### src/timer_ops_pkg.sv
// Purpose: shared constants for the timer operator set
// Assumes: ref_clk at 25 MHz
// Notes: times kept in their own unit, cycle counts derived
package timer_ops_pkg;

    // ------------------------------------------------------------
    // widths
    // ------------------------------------------------------------
    localparam int TIME_W = 14;
    localparam int TV_W = 17;
    localparam int CYC_W = 18;
    localparam int DUTY_W = 21;

    // ------------------------------------------------------------
    // time bases
    // ------------------------------------------------------------
    localparam int CLK_PERIOD_NS = 40;
    localparam int STEP_FINE_MS = 10;
    localparam int STEP_COARSE_MS = 100;
    localparam int STEP_HALF_S_MS = 500;
    localparam int STEP_LONG_MS = 5000;
    localparam int NS_PER_MS = 1000000;
    localparam int TICK_FINE_CYC = STEP_FINE_MS * NS_PER_MS / CLK_PERIOD_NS;
    localparam int DIV_COARSE = STEP_COARSE_MS / STEP_FINE_MS;
    localparam int DIV_HALF = STEP_HALF_S_MS / STEP_FINE_MS;
    localparam int DIV_LONG = STEP_LONG_MS / STEP_FINE_MS;
    // long scale step counted in half-second units
    localparam int LONG_PER_HALF = STEP_LONG_MS / STEP_HALF_S_MS;

    // ------------------------------------------------------------
    // delay line low pulse, square wave duty
    // ------------------------------------------------------------
    localparam logic [1:0] LN_PULSE_TICKS = 2'h2;
    localparam int PCT_FULL = 100;
    localparam logic [6:0] DUTY_DEF = 7'h32;
    localparam logic [6:0] DUTY_10 = 7'h0A;
    localparam logic [6:0] DUTY_20 = 7'h14;
    localparam logic [6:0] DUTY_30 = 7'h1E;
    localparam logic [6:0] DUTY_40 = 7'h28;
    localparam logic [6:0] DUTY_60 = 7'h3C;
    localparam logic [6:0] DUTY_70 = 7'h46;
    localparam logic [6:0] DUTY_80 = 7'h50;
    localparam logic [6:0] DUTY_90 = 7'h5A;
    localparam logic [6:0] SEL_10_80 = 7'h41;

endpackage

### src/step_tick_gen.sv
// Purpose: one-cycle enables at 10 ms, 100 ms, 0.5 s and 5 s
// Assumes: single clock ref_clk, async active-low reset
// Notes: all slower bases derive from the 10 ms enable
`timescale 1ns/1ps
module step_tick_gen
    import timer_ops_pkg::*;
#(
    parameter int CYC_FINE = TICK_FINE_CYC
) (
    input wire logic ref_clk,
    input wire logic arst_n,
    output logic t_fine,
    output logic t_coarse,
    output logic t_half,
    output logic t_long
);

    typedef struct packed {
        logic [CYC_W-1:0] cyc;
        logic [3:0] c_coarse;
        logic [5:0] c_half;
        logic [8:0] c_long;
        logic t_fine;
        logic t_coarse;
        logic t_half;
        logic t_long;
    } tick_st_t;

    tick_st_t s_r;
    tick_st_t s_nxt;

    // ------------------------------------------------------------
    // dividers
    // ------------------------------------------------------------
    always_comb begin
        s_nxt = s_r;
        s_nxt.t_fine = 1'b0;
        s_nxt.t_coarse = 1'b0;
        s_nxt.t_half = 1'b0;
        s_nxt.t_long = 1'b0;
        if (s_r.cyc == CYC_W'(CYC_FINE - 1)) begin
            s_nxt.cyc = '0;
            s_nxt.t_fine = 1'b1;
            s_nxt.c_coarse = 4'(s_r.c_coarse + 4'h1);
            s_nxt.c_half = 6'(s_r.c_half + 6'h1);
            s_nxt.c_long = 9'(s_r.c_long + 9'h1);
            if (s_r.c_coarse == 4'(DIV_COARSE - 1)) begin
                s_nxt.c_coarse = '0;
                s_nxt.t_coarse = 1'b1;
            end
            if (s_r.c_half == 6'(DIV_HALF - 1)) begin
                s_nxt.c_half = '0;
                s_nxt.t_half = 1'b1;
            end
            if (s_r.c_long == 9'(DIV_LONG - 1)) begin
                s_nxt.c_long = '0;
                s_nxt.t_long = 1'b1;
            end
        end else begin
            s_nxt.cyc = CYC_W'(s_r.cyc + 1'b1);
        end
    end

    always_ff @(posedge ref_clk or negedge arst_n) begin
        if (!arst_n) begin
            s_r <= '0;
        end else begin
            s_r <= s_nxt;
        end
    end

    assign t_fine = s_r.t_fine;
    assign t_coarse = s_r.t_coarse;
    assign t_half = s_r.t_half;
    assign t_long = s_r.t_long;

endmodule // step_tick_gen

### src/safety_timer_operator_set.sv
// Purpose: timer operators of the safety logic program
// Assumes: inputs synchronous to ref_clk; one ref_clk = one system cycle
// Notes: index 0 of paired ports is short base, index 1 long base
`timescale 1ns/1ps
module safety_timer_operator_set
    import timer_ops_pkg::*;
#(
    parameter int CYC_FINE = TICK_FINE_CYC
) (
    input wire logic ref_clk,
    input wire logic arst_n,
    input wire logic cp_in,
    input wire logic cp_rise_sel,
    input wire logic cp_retrig,
    input wire logic cp_scale,
    input wire logic [TIME_W-1:0] cp_time,
    output logic cp_out,
    input wire logic pc_in,
    input wire logic pc_retrig,
    input wire logic pc_scale,
    input wire logic [TIME_W-1:0] pc_time,
    output logic pc_out,
    input wire logic [1:0] dl_in,
    input wire logic [1:0] dl_rise_sel,
    input wire logic [1:0] dl_retrig,
    input wire logic [1:0] dl_scale,
    input wire logic [1:0][TIME_W-1:0] dl_time,
    output logic [1:0] dl_out,
    input wire logic tv_en,
    output logic [TV_W-1:0] timer_value,
    input wire logic [TV_W-1:0] cmp_value,
    input wire logic cmp_scale,
    input wire logic [TIME_W-1:0] cmp_thresh,
    output logic cmp_out,
    input wire logic [1:0] ln_in,
    input wire logic [1:0] ln_scale,
    input wire logic [1:0][TIME_W-1:0] ln_time,
    output logic [1:0] ln_out,
    input wire logic sq_en,
    input wire logic [6:0] sq_duty_sel,
    input wire logic sq_scale,
    input wire logic [TIME_W-1:0] sq_time,
    output logic sq_out
);

    // ------------------------------------------------------------
    // state
    // ------------------------------------------------------------
    typedef struct packed {
        logic cp_in_d;
        logic cp_act;
        logic [TIME_W-1:0] cp_cnt;
        logic cp_out;
        logic pc_in_d;
        logic pc_run;
        logic [TIME_W-1:0] pc_cnt;
        logic pc_out;
        logic [1:0] dl_in_d;
        logic [1:0] dl_run;
        logic [1:0][TIME_W-1:0] dl_cnt;
        logic [1:0] dl_out;
        logic [TV_W-1:0] tv_cnt;
        logic [TV_W-1:0] tv_out;
        logic cmp_out;
        logic [1:0] ln_in_d;
        logic [1:0] ln_run;
        logic [1:0] ln_pend;
        logic [1:0][TIME_W-1:0] ln_cnt;
        logic [1:0][1:0] ln_pulse;
        logic [1:0] ln_out;
        logic [TIME_W-1:0] sq_cnt;
        logic sq_out;
    } ops_st_t;

    ops_st_t s_r;
    ops_st_t s_nxt;
    logic t_fine;
    logic t_coarse;
    logic t_half;
    logic t_long;

    // ------------------------------------------------------------
    // helpers
    // ------------------------------------------------------------
    function automatic logic pick(input logic scale, input logic fine,
                                  input logic coarse);
        pick = scale ? coarse : fine;
    endfunction

    function automatic logic [TIME_W-1:0] bump(input logic [TIME_W-1:0] c,
                                               input logic tk);
        bump = (tk && (c != '1)) ? TIME_W'(c + 1'b1) : c;
    endfunction

    function automatic logic done(input logic [TIME_W-1:0] c,
                                  input logic [TIME_W-1:0] t);
        done = (c >= t);
    endfunction

    function automatic logic [6:0] duty_of(input logic [6:0] sel);
        case (sel)
            7'h01: duty_of = DUTY_10;
            7'h02: duty_of = DUTY_20;
            7'h04: duty_of = DUTY_30;
            7'h08: duty_of = DUTY_40;
            7'h10: duty_of = DUTY_60;
            7'h20: duty_of = DUTY_70;
            7'h40: duty_of = DUTY_80;
            SEL_10_80: duty_of = DUTY_90;
            // other mixes are the driver's fault; fall back to half
            default: duty_of = DUTY_DEF;
        endcase
    endfunction

    step_tick_gen #(
        .CYC_FINE(CYC_FINE)
    ) u_tick (
        .ref_clk(ref_clk),
        .arst_n(arst_n),
        .t_fine(t_fine),
        .t_coarse(t_coarse),
        .t_half(t_half),
        .t_long(t_long)
    );

    // ------------------------------------------------------------
    // next state
    // ------------------------------------------------------------
    always_comb begin
        logic rise;
        logic fall;
        logic tk;
        logic st;
        logic [TV_W-1:0] thr;
        logic [DUTY_W-1:0] lhs;
        logic [DUTY_W-1:0] rhs;
        rise = 1'b0;
        fall = 1'b0;
        tk = 1'b0;
        st = 1'b0;
        thr = '0;
        lhs = '0;
        rhs = '0;
        s_nxt = s_r;

        // capped pulse
        rise = cp_in & ~s_r.cp_in_d;
        fall = ~cp_in & s_r.cp_in_d;
        tk = pick(cp_scale, t_fine, t_coarse);
        s_nxt.cp_in_d = cp_in;
        if ((cp_rise_sel ? rise : fall) && !s_r.cp_act) begin
            s_nxt.cp_act = 1'b1;
            s_nxt.cp_cnt = '0;
        end else if (s_r.cp_act && cp_retrig && (rise || fall)) begin
            s_nxt.cp_cnt = '0;
        end else if (s_r.cp_act) begin
            // input level is ignored here so the pulse cannot stretch
            if (done(s_r.cp_cnt, cp_time)) begin
                s_nxt.cp_act = 1'b0;
            end else begin
                s_nxt.cp_cnt = bump(s_r.cp_cnt, tk);
            end
        end
        s_nxt.cp_out = cp_rise_sel ? s_nxt.cp_act : ~s_nxt.cp_act;

        // passing contact
        rise = pc_in & ~s_r.pc_in_d;
        fall = ~pc_in & s_r.pc_in_d;
        tk = pick(pc_scale, t_fine, t_coarse);
        s_nxt.pc_in_d = pc_in;
        if (rise) begin
            s_nxt.pc_run = 1'b1;
            s_nxt.pc_cnt = '0;
        end else if (fall && !pc_retrig) begin
            s_nxt.pc_run = 1'b0;
            s_nxt.pc_cnt = '0;
        end else if (s_r.pc_run) begin
            if (done(s_r.pc_cnt, pc_time)) begin
                s_nxt.pc_run = 1'b0;
            end else begin
                s_nxt.pc_cnt = bump(s_r.pc_cnt, tk);
            end
        end
        s_nxt.pc_out = pc_retrig ? s_nxt.pc_run : (pc_in & s_nxt.pc_run);

        // delay, short and long
        for (int i = 0; i < 2; i++) begin
            rise = dl_in[i] & ~s_r.dl_in_d[i];
            fall = ~dl_in[i] & s_r.dl_in_d[i];
            tk = (i == 0) ? pick(dl_scale[i], t_fine, t_coarse)
                          : pick(dl_scale[i], t_half, t_long);
            st = 1'b0;
            s_nxt.dl_in_d[i] = dl_in[i];
            if (dl_rise_sel[i]) begin
                if (rise && (!s_r.dl_run[i] || dl_retrig[i])) begin
                    st = 1'b1;
                end
                if (fall && s_r.dl_run[i] && dl_retrig[i]) begin
                    st = 1'b1;
                end
                if (fall) begin
                    s_nxt.dl_out[i] = 1'b0;
                end
            end else begin
                if (rise) begin
                    s_nxt.dl_out[i] = 1'b1;
                    s_nxt.dl_run[i] = 1'b0;
                end
                if (fall && (!s_r.dl_run[i] || dl_retrig[i])) begin
                    st = 1'b1;
                end
            end
            if (st) begin
                s_nxt.dl_run[i] = 1'b1;
                s_nxt.dl_cnt[i] = '0;
            end else if (s_r.dl_run[i] && !(rise && !dl_rise_sel[i])) begin
                if (done(s_r.dl_cnt[i], dl_time[i])) begin
                    s_nxt.dl_run[i] = 1'b0;
                    if (dl_rise_sel[i]) begin
                        s_nxt.dl_out[i] = dl_in[i];
                    end else if (!dl_in[i]) begin
                        s_nxt.dl_out[i] = 1'b0;
                    end
                end else begin
                    s_nxt.dl_cnt[i] = bump(s_r.dl_cnt[i], tk);
                end
            end
            if (i == 1) begin
                // elapsed time kept in half-second units on both scales
                if (st) begin
                    s_nxt.tv_cnt = '0;
                end else if (s_r.dl_run[1] && t_half && (s_r.tv_cnt != '1)) begin
                    s_nxt.tv_cnt = TV_W'(s_r.tv_cnt + 1'b1);
                end
            end
        end
        s_nxt.tv_out = tv_en ? s_nxt.tv_cnt : '0;

        // threshold comparator; its value port comes from timer_value, or from a fixed value when the partner selects one
        thr = cmp_scale ? TV_W'(cmp_thresh * TV_W'(LONG_PER_HALF))
                        : TV_W'(cmp_thresh);
        s_nxt.cmp_out = (cmp_value >= thr);

        // delay lines, short and long
        for (int i = 0; i < 2; i++) begin
            rise = ln_in[i] & ~s_r.ln_in_d[i];
            fall = ~ln_in[i] & s_r.ln_in_d[i];
            tk = (i == 0) ? pick(ln_scale[i], t_fine, t_coarse)
                          : pick(ln_scale[i], t_half, t_long);
            s_nxt.ln_in_d[i] = ln_in[i];
            // a second fall while timing is not queued: one timer only
            if (fall && !s_r.ln_run[i]) begin
                s_nxt.ln_run[i] = 1'b1;
                s_nxt.ln_cnt[i] = '0;
                s_nxt.ln_pend[i] = 1'b0;
            end else if (s_r.ln_run[i]) begin
                if (rise) begin
                    s_nxt.ln_pend[i] = 1'b1;
                end
                if (done(s_r.ln_cnt[i], ln_time[i])) begin
                    s_nxt.ln_run[i] = 1'b0;
                    s_nxt.ln_out[i] = 1'b0;
                    if (s_r.ln_pend[i] || ln_in[i]) begin
                        s_nxt.ln_pulse[i] = LN_PULSE_TICKS;
                    end
                end else begin
                    s_nxt.ln_cnt[i] = bump(s_r.ln_cnt[i], tk);
                end
            end
            if (s_r.ln_pulse[i] != 2'h0 && t_fine) begin
                s_nxt.ln_pulse[i] = 2'(s_r.ln_pulse[i] - 2'h1);
            end
            if (!s_nxt.ln_run[i] && s_nxt.ln_pulse[i] == 2'h0
                    && !(fall && !s_r.ln_run[i])) begin
                s_nxt.ln_out[i] = ln_in[i];
            end
        end

        // square wave
        tk = pick(sq_scale, t_fine, t_coarse);
        if (!sq_en) begin
            s_nxt.sq_cnt = '0;
            s_nxt.sq_out = 1'b0;
        end else begin
            if (tk) begin
                if (TIME_W'(s_r.sq_cnt + 1'b1) >= sq_time) begin
                    s_nxt.sq_cnt = '0;
                end else begin
                    s_nxt.sq_cnt = TIME_W'(s_r.sq_cnt + 1'b1);
                end
            end
            lhs = DUTY_W'(s_nxt.sq_cnt) * DUTY_W'(PCT_FULL);
            rhs = DUTY_W'(sq_time) * DUTY_W'(duty_of(sq_duty_sel));
            s_nxt.sq_out = (lhs < rhs);
        end
    end

    // ------------------------------------------------------------
    // registers
    // ------------------------------------------------------------
    always_ff @(posedge ref_clk or negedge arst_n) begin
        if (!arst_n) begin
            s_r <= '0;
        end else begin
            s_r <= s_nxt;
        end
    end

    assign cp_out = s_r.cp_out;
    assign pc_out = s_r.pc_out;
    assign dl_out = s_r.dl_out;
    assign timer_value = s_r.tv_out;
    assign cmp_out = s_r.cmp_out;
    assign ln_out = s_r.ln_out;
    assign sq_out = s_r.sq_out;

endmodule // safety_timer_operator_set

### config.mk
export PLATFORM = sky130hd
export DESIGN_NAME = safety_timer_operator_set
export DESIGN_NICKNAME = d
export VERILOG_FILES = /design/src/timer_ops_pkg.sv /design/src/step_tick_gen.sv /design/src/safety_timer_operator_set.sv
export SDC_FILE = /design/constraint.sdc
export NUM_CORES = 1
export LEC_CHECK = 0
export ABC_CLOCK_PERIOD_IN_PS = 8700
export BUFFER_PORTS_ARGS = -buffer_cell sky130_fd_sc_hd__buf_2
export CAP_MARGIN = 10
export CORE_AREA = 8 8 252 182
export CTS_BUF_LIST = sky130_fd_sc_hd__clkbuf_4
export CTS_CLUSTER_DIAMETER = 30
export DETAILED_ROUTE_END_ITERATION = 7
export DIE_AREA = 0 0 260 190
export PLACE_DENSITY = 0.67
export REMOVE_ABC_BUFFERS = 1
export SLEW_MARGIN = 20
export SYNTH_ARGS = -nofsm -noshare
export SYNTH_HDL_FRONTEND = slang
export SYNTH_SLANG_ARGS = --single-unit
### constraint.sdc
create_clock -name ref_clk -period 8.7 [get_ports ref_clk]
set_clock_uncertainty 0.05 [all_clocks]
set_input_delay 1.74 -clock ref_clk [delete_from_list [all_inputs] [get_ports ref_clk]]
set_output_delay 1.74 -clock ref_clk [all_outputs]
set_load 0.03 [all_outputs]
==> results_dict.tcl, run 1 <==
set metrics [dict create \
    outcome "finished, final reports clean" \
    synth_mux_area_share_pct 2.678 \
    ys_seq_area_share_pct 26.78 \
    core_region_area_mm2 0.04170 \
    achievable-frequency_mhz 125.7 \
    drc_errors 0 \
    layout_cell_share_with_drive_strength_beyond_1_pct 11.71 \
    totalNegativeSetupSlack_ns 0 \
    mappedNetlistArea_mm2 0.01860 \
    post_dp_cell_area_mm2 0.01996 \
    hold_viol 0 \
    layout_min_cycle_time_ns 7.955 \
    cts_max_level 4 \
    length_of_the_first_detailed_routing_pass_in_iterations 6 \
    reg2reg_setup_slack_ns 0.79 \
    adder_cell_area_share_of_the_yosys_netlist_pct 24.18 \
    timing.critical_path.from_type "primary input" \
    synth_top_family_by_area "adder cells" \
    row_cnt 63 \
    routed-via-count 15913 \
    postRouteAntennaNets 0 \
    grt_max_degree 99 \
    synth_area_in_compound_gates_pct 15.81 \
    finalWeightedCongestion 0.9275 \
    floorplan.die.height_um 190 \
    yosys.area_share.simple_pct 19.66 \
    cts_tree "done" \
    clk_path_buf_depth 2 \
    number_of_flip_flops_and_latches_in_the_synthesized_netlist 199 \
    clock_sink_count 199 \
    hp-class "register to register" \
    drt_first_iter_violations 1033 \
    fillerInstances 3923 \
    p_leak_nw 10.60 \
    dominantRegCellSynth "sky130_fd_sc_hd__dfrtp_1" \
    number_of_antenna_violations_at_the_first_check_in_global_routing 4 \
    tightestPinTransition_ns 0.8946 \
    fp.dieArea_mm2 0.04940 \
    buffer_ports.inserted 185 \
    finish.net_count 2752 \
    drv_slew 0 \
    min_path_cells 1 \
    most_common_library_cell_in_the_layout_ignoring_fill_and_taps "sky130_fd_sc_hd__ha_1" \
    insertion_delay_ns 0.63 \
    ir_worst_vdd_v 0.00008289 \
    crit_path_max_fanout 18 \
    post_cts_repair_setup_buffers 0 \
    grt_use_total_pct 18.31 \
    grt_pass1_wl_um 76820 \
    top_level_ports 186 \
    data_required_time_at_the_worst_endpoint_ns 9.17 \
    hpwl_um 36710 \
    cts-hold-fix-buffers 0 \
    ys_warn_count 0 \
    type_of_the_worst_setup_path "primary input to register" \
    avgSynthCellArea_um2 8.747 \
    netlist-cell-type-count 80 \
    first_global_vias 15740 \
    power_density_mw_per_mm2 108.5 \
    flow.area_growth_from_synthesis_pct 9.084 \
    timing.rr.start "s_r[3]$_DFF_PN0_" \
    rsz0062_at_grt "no" \
    worst_reg_to_reg_cells 31 \
    average_vias_per_placed_instance 5.615 \
    drv_cap 0 \
    synthXorXnorAreaFrac_pct 4.427 \
    min_delay_worst_endpoint "u_tick.s_r[23]$_DFF_PN0_" \
    drt-total-wl_um 45610 \
    timing.slew.headroom_pct 38.65 \
    timing.rr.end "sq_out$_DFF_PN0_" \
    arrival_time_of_data_at_the_critical_path_endpoint_ns 8.42 \
    endpoint_kind "register" \
    hold_path.startpoint "u_tick.s_r[23]$_DFF_PN0_" \
    route.detailed.wl_per_inst_um 16.09 \
    cts-root-buf "sky130_fd_sc_hd__clkbuf_4" \
    finalSetupViolations 0 \
    die_width_um 260 \
    cts.repair.resized 0 \
    start_util_pct 44.59 \
    tritoncts.num_buffers 17 \
    clkSlewWorstSetupHoldPaths_ns 0.16 \
    timing.final.crit_share_pct 91.43 \
    final_cell_mix "265 x sky130_fd_sc_hd__ha_1, 215 x sky130_fd_sc_hd__inv_1, 199 x sky130_fd_sc_hd__dfrtp_1" \
    grt_remaining_overflow 0 \
    synth_edf_count 0 \
    asyncSetResetFlopFracSynth_pct 100.0 \
    fin_area_mm2 0.02028 \
    netlist_instances 2126 \
]
layer usage:
metal | share of wire [%] | wire length (um) | GRT usage (%) | up-vias
met5 | 0.046 | 21 | 0 | -
met3 | 6.3 | 2881 | 3.614 | 38
li1 | - | - | - | 7821
met2 | 44 | 19910 | 28.07 | 445
met1 | 49 | 22360 | 26.78 | 7605
met4 | 0.97 | 442 | 3.071 | 4
area by class of cell:
cell class	instances	area [um2]	share of cell area (%)
antenna	2	5.005	0.02467
sequential	199	4980	24.55
clock buffer	17	127.6	0.6292
inverter	215	807.0	3.979
tap	552	690.7	3.405
timing repair buffer	202	1062	5.237
multi-input combinational	1632	12430	61.28
clock inverter	15	181.4	0.8944
worst max-delay path, stage by stage:
cell and delay [ns]:
sky130_fd_sc_hd__buf_2 0.28, sky130_fd_sc_hd__xor2_1 0.30, sky130_fd_sc_hd__o21ai_0 0.12, sky130_fd_sc_hd__o22a_1 0.19
sky130_fd_sc_hd__o22ai_1 0.14, sky130_fd_sc_hd__nand3_1 0.43, sky130_fd_sc_hd__nand2_1 0.23, sky130_fd_sc_hd__fa_1 0.46
sky130_fd_sc_hd__fa_1 0.54, sky130_fd_sc_hd__inv_1 0.05, sky130_fd_sc_hd__fa_1 0.47, sky130_fd_sc_hd__ha_1 0.32
sky130_fd_sc_hd__inv_1 0.07, sky130_fd_sc_hd__fa_1 0.46, sky130_fd_sc_hd__nor2b_1 0.14, sky130_fd_sc_hd__o21a_1 0.13
sky130_fd_sc_hd__o21ai_0 0.11, sky130_fd_sc_hd__a21oi_1 0.36, sky130_fd_sc_hd__nand4_1 0.14, sky130_fd_sc_hd__o211ai_1 0.13
sky130_fd_sc_hd__xnor2_1 0.15, sky130_fd_sc_hd__ha_1 0.26, sky130_fd_sc_hd__a21o_1 0.16, sky130_fd_sc_hd__a21oi_1 0.13
sky130_fd_sc_hd__nor2_1 0.06, sky130_fd_sc_hd__a2111oi_0 0.42, sky130_fd_sc_hd__a21oi_1 0.12, sky130_fd_sc_hd__nor4b_1 0.30
cells in the mapped netlist, types with 14 or more instances:
cell type                  count  area, um2
sky130_fd_sc_hd__mux2i_1      43      430.4
sky130_fd_sc_hd__a21o_1       46      345.3
sky130_fd_sc_hd__o211ai_1     14      105.1
sky130_fd_sc_hd__or4_1        21      157.7
sky130_fd_sc_hd__o31ai_1      23      172.7
sky130_fd_sc_hd__a31oi_1      23      143.9
sky130_fd_sc_hd__a21oi_1     114      570.6
sky130_fd_sc_hd__buf_4        21      157.7
sky130_fd_sc_hd__o21a_1       23      172.7
sky130_fd_sc_hd__nand2b_1     39      244.0
sky130_fd_sc_hd__dfrtp_1     199       4980
sky130_fd_sc_hd__nor2_1      137      514.2
sky130_fd_sc_hd__ha_1        265       3316
sky130_fd_sc_hd__nor4_1       28      175.2
sky130_fd_sc_hd__inv_1       215      807.0
sky130_fd_sc_hd__fa_1         59       1181
sky130_fd_sc_hd__nand4_1      46      287.8
sky130_fd_sc_hd__a211oi_1     15      112.6
sky130_fd_sc_hd__and3_1       31      193.9
sky130_fd_sc_hd__and2_1       48      300.3
sky130_fd_sc_hd__o21ai_0      84      420.4
sky130_fd_sc_hd__nor2b_1      18      112.6
sky130_fd_sc_hd__xor2_1       41      359.1
sky130_fd_sc_hd__nor3_1       23      115.1
sky130_fd_sc_hd__or3_1        21      131.4
sky130_fd_sc_hd__nand3_1      87      435.4
sky130_fd_sc_hd__nand2_1     189      709.4
sky130_fd_sc_hd__xnor2_1      53      464.2
sky130_fd_sc_hd__clkbuf_1     45      168.9
flip-flops by register name (all words and copies together) (netlist names):
signal           count
timer_value         17
ln_out               2
cp_out               1
u_tick.t_coarse      1
u_tick.t_long        1
cmp_out              1
u_tick.s_r          37
dl_out               2
s_r                133
u_tick.t_fine        1
sq_out               1
pc_out               1
u_tick.t_half        1
kinds of logic (layout without fill, tap and decap cells):
group / count (synthesis) / after routing
AND/OR/NAND/NOR: 723 / 723
AO/OA/AOI/OAI: 442 / 442
adder cells (fa/ha/maj): 324 / 324
buffers and inverters: 295 / 449
flip-flops: 199 / 199
XOR/XNOR: 94 / 94
multiplexers: 49 / 49
other: 0 / 2
worst max path at each step:
| stage | slack [ns] | start | to |
|---|---|---|---|
| 6_report | 0.75 | sq_duty_sel[5] | sq_out$_DFF_PN0_ |
| 5_1_grt | 0.05 | s_r[3]$_DFF_PN0_ | sq_out$_DFF_PN0_ |
| 4_1_cts | 0.88 | sq_duty_sel[5] | sq_out$_DFF_PN0_ |
| 3_5_place_dp | 0.19 | sq_duty_sel[5] | sq_out$_DFF_PN0_ |
| 3_3_place_gp | 0.54 | sq_duty_sel[5] | sq_out$_DFF_PN0_ |
| 2_1_floorplan | 0.46 | sq_time[9] | sq_out$_DFF_PN0_ |
stage by stage:
stage          total power, W  instances  setup slack [ns]  hold slack (ns)  util, %
2_1_floorplan        0.001467       2046            0.4628           0.4005        -
3_3_place_gp         0.001663       2800            0.5437           0.4184    47.85
3_5_place_dp         0.001689       2800            0.1862           0.4359    47.86
4_1_cts              0.002228       2832            0.8843           0.4560    48.60
5_1_grt              0.002372       2834           0.04894           0.4904    48.65
6_report             0.002200       2834            0.7452           0.4560    48.65
where the power goes:
group          internal (W)  switching [W]
logic              0.000295       0.000411
clock network      0.000159       0.000370
registers          0.000946      0.0000198
No activity file was read; power rests on OpenSTA's default activity.
==> run 2: changes to the inputs <==
Settings changed: PLACE_DENSITY 0.67 to default, PLACE_DENSITY_LB_ADDON from default to 0.1, SETUP_SLACK_MARGIN from default to 0.02.
==> run 2 against run 1 <==
Register-to-register slack gained 0.06 ns. Critical path type unchanged. Sequential share of layout area is essentially flat. Combinational power grew 0.7%. Core utilization is essentially flat. Sequential power is essentially flat. Largest power group unchanged.
==> results_dict.tcl, run 2 (same netlist as run 1, synthesis figures left out) <==
set metrics [dict create \
    outcome "finished, final reports clean" \
    finish.net_count 2754 \
    final-seq-area_mm2 0.004980 \
    start_util_pct 44.59 \
    average_vias_per_placed_instance 5.514 \
    grt_max_degree 95 \
    ir_worst_vdd_v 0.00008583 \
    clkSlewWorstSetupHoldPaths_ns 0.17 \
    fin_area_mm2 0.02027 \
    totalNegativeSetupSlack_ns 0 \
    flow.area_growth_from_synthesis_pct 9.030 \
    routed-via-count 15650 \
    design_power_total_w 0.002192 \
    min_path_cells 1 \
    top_level_ports 186 \
    drt_first_iter_violations 817 \
    drt-total-wl_um 46110 \
    largest_reg_flops 133 \
    buffer_ports.inserted 185 \
    timing.slew.headroom_pct 33.13 \
    timing.final.crit_share_pct 90.27 \
    timing.rr.start "s_r[3]$_DFF_PN0_" \
    worst_reg_to_reg_cells 32 \
    finalSetupViolations 0 \
    row_cnt 63 \
    crit_path_max_fanout 18 \
    finalWeightedCongestion 0.8772 \
    layout_cell_share_with_drive_strength_beyond_1_pct 11.74 \
    drv_cap 0 \
    cts_tree "done" \
    arrival_time_of_data_at_the_critical_path_endpoint_ns 8.34 \
    hold_viol 0 \
    floorplan.die.height_um 190 \
    route.detailed.wl_per_inst_um 16.25 \
    p_leak_nw 10.59 \
    post_dp_cell_area_mm2 0.01998 \
    reg2reg_setup_slack_ns 0.85 \
    tritoncts.num_buffers 17 \
    fp.dieArea_mm2 0.04940 \
    hpwl_um 36710 \
    postRouteAntennaNets 0 \
    endpoint_kind "register" \
    power_density_mw_per_mm2 108.1 \
    rsz0062_at_grt "no" \
    achievable-frequency_mhz 127.3 \
    clk_path_buf_depth 2 \
    cts-root-buf "sky130_fd_sc_hd__clkbuf_4" \
    core_region_area_mm2 0.04170 \
    hp-class "register to register" \
    number_of_antenna_violations_at_the_first_check_in_global_routing 6 \
    first_global_vias 15354 \
    min_delay_worst_endpoint "u_tick.s_r[23]$_DFF_PN0_" \
    type_of_the_worst_setup_path "primary input to register" \
    most_common_library_cell_in_the_layout_ignoring_fill_and_taps "sky130_fd_sc_hd__ha_1" \
    timing.critical_path.from_type "primary input" \
    max_flop_register "s_r" \
    drc_errors 0 \
    cts-hold-fix-buffers 0 \
    timing.rr.end "sq_out$_DFF_PN0_" \
    drv_slew 0 \
    clock_sink_count 199 \
    insertion_delay_ns 0.64 \
    hold_path.startpoint "u_tick.s_r[23]$_DFF_PN0_" \
    tightestPinTransition_ns 0.9987 \
    data_required_time_at_the_worst_endpoint_ns 9.18 \
    grt_remaining_overflow 0 \
    grt_pass1_wl_um 77130 \
    grt_use_total_pct 18.57 \
    cts_max_level 4 \
    multi_input_area_mm2 0.01243 \
    length_of_the_first_detailed_routing_pass_in_iterations 5 \
    die_width_um 260 \
    final_cell_mix "265 x sky130_fd_sc_hd__ha_1, 215 x sky130_fd_sc_hd__inv_1, 199 x sky130_fd_sc_hd__dfrtp_1" \
    final_core_util_pct 48.62 \
    fillerInstances 3995 \
    layout_min_cycle_time_ns 7.854 \
]
==> run 2: worst max-delay path, cell delays in order <==
cell,delay [ns]
sky130_fd_sc_hd__buf_2,0.29
sky130_fd_sc_hd__xor2_1,0.25
sky130_fd_sc_hd__o21ai_0,0.11
sky130_fd_sc_hd__o22a_1,0.18
sky130_fd_sc_hd__o22ai_1,0.15
sky130_fd_sc_hd__nand3_1,0.46
sky130_fd_sc_hd__and2_1,0.37
sky130_fd_sc_hd__fa_1,0.46
sky130_fd_sc_hd__fa_1,0.52
sky130_fd_sc_hd__fa_1,0.49
sky130_fd_sc_hd__ha_1,0.31
sky130_fd_sc_hd__ha_1,0.36
sky130_fd_sc_hd__nand3_1,0.10
sky130_fd_sc_hd__o22ai_1,0.20
sky130_fd_sc_hd__nor2b_1,0.07
sky130_fd_sc_hd__nor2_1,0.26
sky130_fd_sc_hd__a21o_1,0.17
sky130_fd_sc_hd__a21oi_1,0.07
sky130_fd_sc_hd__xnor2_1,0.17
sky130_fd_sc_hd__ha_1,0.27
sky130_fd_sc_hd__a21o_1,0.16
sky130_fd_sc_hd__a21o_1,0.17
sky130_fd_sc_hd__a21oi_1,0.14
sky130_fd_sc_hd__nor2_1,0.06
sky130_fd_sc_hd__a2111oi_0,0.39
sky130_fd_sc_hd__a21oi_1,0.12
sky130_fd_sc_hd__nor4b_1,0.30
==> run 2: worst max-delay path by stage <==
stage / startpoint / cells past startpoint / endpoint
after floorplan: sq_time[9] / 28 / sq_out$_DFF_PN0_
after global placement: sq_duty_sel[5] / 28 / sq_out$_DFF_PN0_
after detailed placement: sq_duty_sel[5] / 27 / sq_out$_DFF_PN0_
after CTS: s_r[3]$_DFF_PN0_ / 31 / sq_out$_DFF_PN0_
after global routing: s_r[3]$_DFF_PN0_ / 31 / sq_out$_DFF_PN0_
final: sq_duty_sel[5] / 27 / sq_out$_DFF_PN0_
==> run 2: layout make-up <==
type | count | area share (%)
multi-input cells | 1632 | 61.31
flip-flops and latches | 199 | 24.56
repair buffers | 204 | 5.313
inverters | 215 | 3.981
well taps | 552 | 3.407
clock inverters | 14 | 0.7159
clock buffers | 18 | 0.6665
diodes | 4 | 0.04937
==> run 2: where the power goes <==
group	switching (W)	internal, W
clock	0.000362	0.000154
sequential	0.0000197	0.000945
combinational	0.000415	0.000296
total	0.000797	0.00140
==> run 2: metal layers <==
| layer | up-vias | wire length (um) | share of wire (%) | track usage [%] |
|---|---|---|---|---|
| met2 | 327 | 19870 | 43 | 27.86 |
| met3 | 39 | 2338 | 5.1 | 3.574 |
| met1 | 7440 | 23420 | 51 | 27.59 |
| li1 | 7838 | - | - | - |
| met4 | 6 | 444 | 0.96 | 3.436 |
| met5 | - | 30 | 0.065 | 0 |
==> run 2: repair_timing <==
| action | 4_1_cts | 5_1_grt |
|---|---|---|
| endpoints found under the hold margin | 0 | 0 |
| gates resized for setup | 0 | 1 |
| setup buffers | 0 | 0 |
| setup endpoints to repair | 0 | 1 |
==> run 2: stage by stage <==
stage | instances | hold slack [ns] | setup WS (ns)
finish | 2838 | 0.4513 | 0.8461
CTS | 2834 | 0.4546 | 0.7747
global placement | 2802 | 0.4281 | 0.4678
detailed placement | 2802 | 0.4350 | 0.3222
floorplan | 2046 | 0.4005 | 0.4628
global route | 2838 | 0.4928 | 0.1138
==> run 3: changes to the inputs <==
Settings changed: CORE_AREA 8 8 252 182 to 8 8 267 192, DIE_AREA 0 0 260 190 to 0 0 275 200.
==> run 3 against run 2 <==
Critical path depth is 5 higher. Critical endpoint unchanged. Sequential power hardly changed. Clock-buffer cell count is 1 lower. Power is 1.1% higher. Worst hold slack better by 0.0081 ns. Flip-flop and latch count stayed put. Via count is 0.73% lower. Setup slack worse by 0.11 ns.
==> results_dict.tcl, run 3 (same netlist as run 1, synthesis figures left out) <==
set metrics [dict create \
    cp_slowest_stage_delay_ns 0.50 \
    flow.area_growth_from_synthesis_pct 9.629 \
    timing.slew.headroom_pct 35.29 \
    die_width_um 275 \
    cts_tree "done" \
    finalSetupViolations 0 \
    outcome "finished, final reports clean" \
    row_cnt 67 \
    ir_worst_vdd_v 0.00006425 \
    power_density_mw_per_mm2 108.7 \
    core_region_area_mm2 0.04711 \
    endpoint_kind "register" \
    fillerInstances 4773 \
    worst_path_max_delay_cell "sky130_fd_sc_hd__fa_1" \
    clock_sink_count 199 \
    first_global_vias 15080 \
    largest_reg_flops 133 \
    tritoncts.num_buffers 17 \
    crit_family "compound AO/OA/AOI/OAI gates" \
    most_common_library_cell_in_the_layout_ignoring_fill_and_taps "sky130_fd_sc_hd__ha_1" \
    drc_errors 0 \
    drt-total-wl_um 46910 \
    cts-root-buf "sky130_fd_sc_hd__clkbuf_4" \
    timing.final.crit_share_pct 91.58 \
    routed-via-count 15535 \
    finalWeightedCongestion 0.8760 \
    drv_cap 0 \
    cts_max_level 4 \
    route.detailed.wl_per_inst_um 16.15 \
    clkSlewWorstSetupHoldPaths_ns 0.20 \
    drt_first_iter_violations 753 \
    data_required_time_at_the_worst_endpoint_ns 9.20 \
    post_cts_repair_setup_buffers 0 \
    crit_path_max_fanout 7 \
    finish.net_count 2754 \
    layout_min_cycle_time_ns 7.968 \
    p_leak_nw 10.61 \
    type_of_the_worst_setup_path "register to register" \
    tightestPinTransition_ns 0.9436 \
    totalNegativeSetupSlack_ns 0 \
    final_cell_mix "265 x sky130_fd_sc_hd__ha_1, 215 x sky130_fd_sc_hd__inv_1, 199 x sky130_fd_sc_hd__dfrtp_1" \
    postRouteAntennaNets 0 \
    grt_pass1_wl_um 76330 \
    insertion_delay_ns 0.64 \
    hpwl_um 37620 \
    hp-class "register to register" \
    number_of_antenna_violations_at_the_first_check_in_global_routing 4 \
    grt_max_degree 85 \
    hold_viol 0 \
    layout_cell_share_with_drive_strength_beyond_1_pct 11.83 \
    floorplan.die.height_um 200 \
    arrival_time_of_data_at_the_critical_path_endpoint_ns 8.47 \
    top_level_ports 186 \
    final-seq-area_mm2 0.004980 \
    multi_input_area_mm2 0.01243 \
    buffer_ports.inserted 185 \
    start_util_pct 39.47 \
    critical_path.n_buffers_inverters 2 \
    timing.critical_path.from_type "register" \
    post_dp_cell_area_mm2 0.02007 \
    max_flop_register "s_r" \
    fp.dieArea_mm2 0.05500 \
    achievable-frequency_mhz 125.5 \
    grt_remaining_overflow 0 \
    length_of_the_first_detailed_routing_pass_in_iterations 5 \
    average_vias_per_placed_instance 5.348 \
    clk_path_buf_depth 2 \
    rsz0062_at_grt "no" \
    drv_slew 0 \
    grt_use_total_pct 16.77 \
    fin_area_mm2 0.02039 \
]
run 3: worst paths after layout:
check | startpoint | to | slack [ns] | depth (start not counted)
max in group asynchronous | arst_n | s_r[50]$_DFFE_PN0P_ | 6.06 | 2
max | s_r[3]$_DFF_PN0_ | sq_out$_DFF_PN0_ | 0.73 | 32
min reg2reg | u_tick.s_r[23]$_DFF_PN0_ | u_tick.s_r[23]$_DFF_PN0_ | 0.46 | 1
max reg2reg | s_r[3]$_DFF_PN0_ | sq_out$_DFF_PN0_ | 0.73 | 32
min in group asynchronous | arst_n | s_r[31]$_DFFE_PN0P_ | 1.02 | 1
min | u_tick.s_r[23]$_DFF_PN0_ | u_tick.s_r[23]$_DFF_PN0_ | 0.46 | 1
run 3: metrics by stage:
stage,hold WS [ns],power [W],std cells,utilization (%),setup slack (ns)
after detailed placement,0.4284,0.001697,2871,42.59,0.2840
after CTS,0.4485,0.002259,2903,43.24,0.5717
final,0.4594,0.002215,2905,43.27,0.7322
after global routing,0.4777,0.002392,2905,43.27,0.07208
after floorplan,0.4005,0.001467,2046,-,0.4628
after global placement,0.4263,0.001687,2871,42.59,0.4446
run 3: final cells by class:
class / instances / share of cell area (%)
clock buffer: 17 / 0.6260
tap: 621 / 3.811
timing repair buffer: 204 / 5.284
clock inverter: 15 / 0.8715
multi-input combinational: 1632 / 61.00
inverter: 215 / 3.959
antenna: 2 / 0.02455
sequential: 199 / 24.43
run 3: power by group:
group	switching, W	internal [W]
Sequential	0.0000191	0.000946
Combinational	0.000420	0.000295
Clock	0.000376	0.000160
run 3: metal layers:
| layer | track usage, % | vias up | share of wire [%] |
|---|---|---|---|
| met5 | 0 | - | 0.055 |
| met1 | 25.56 | 7410 | 54 |
| met2 | 24.89 | 267 | 42 |
| met3 | 2.809 | 34 | 3.5 |
| li1 | - | 7820 | - |
| met4 | 2.897 | 4 | 0.98 |
run 3: repair_timing:
| action | 4_1_cts | 5_1_grt |
|---|---|---|
| hold endpoints to repair | 0 | 0 |
| hold buffers | 0 | 0 |
| setup endpoints to repair | 0 | 1 |
| resized for setup | 0 | 3 |
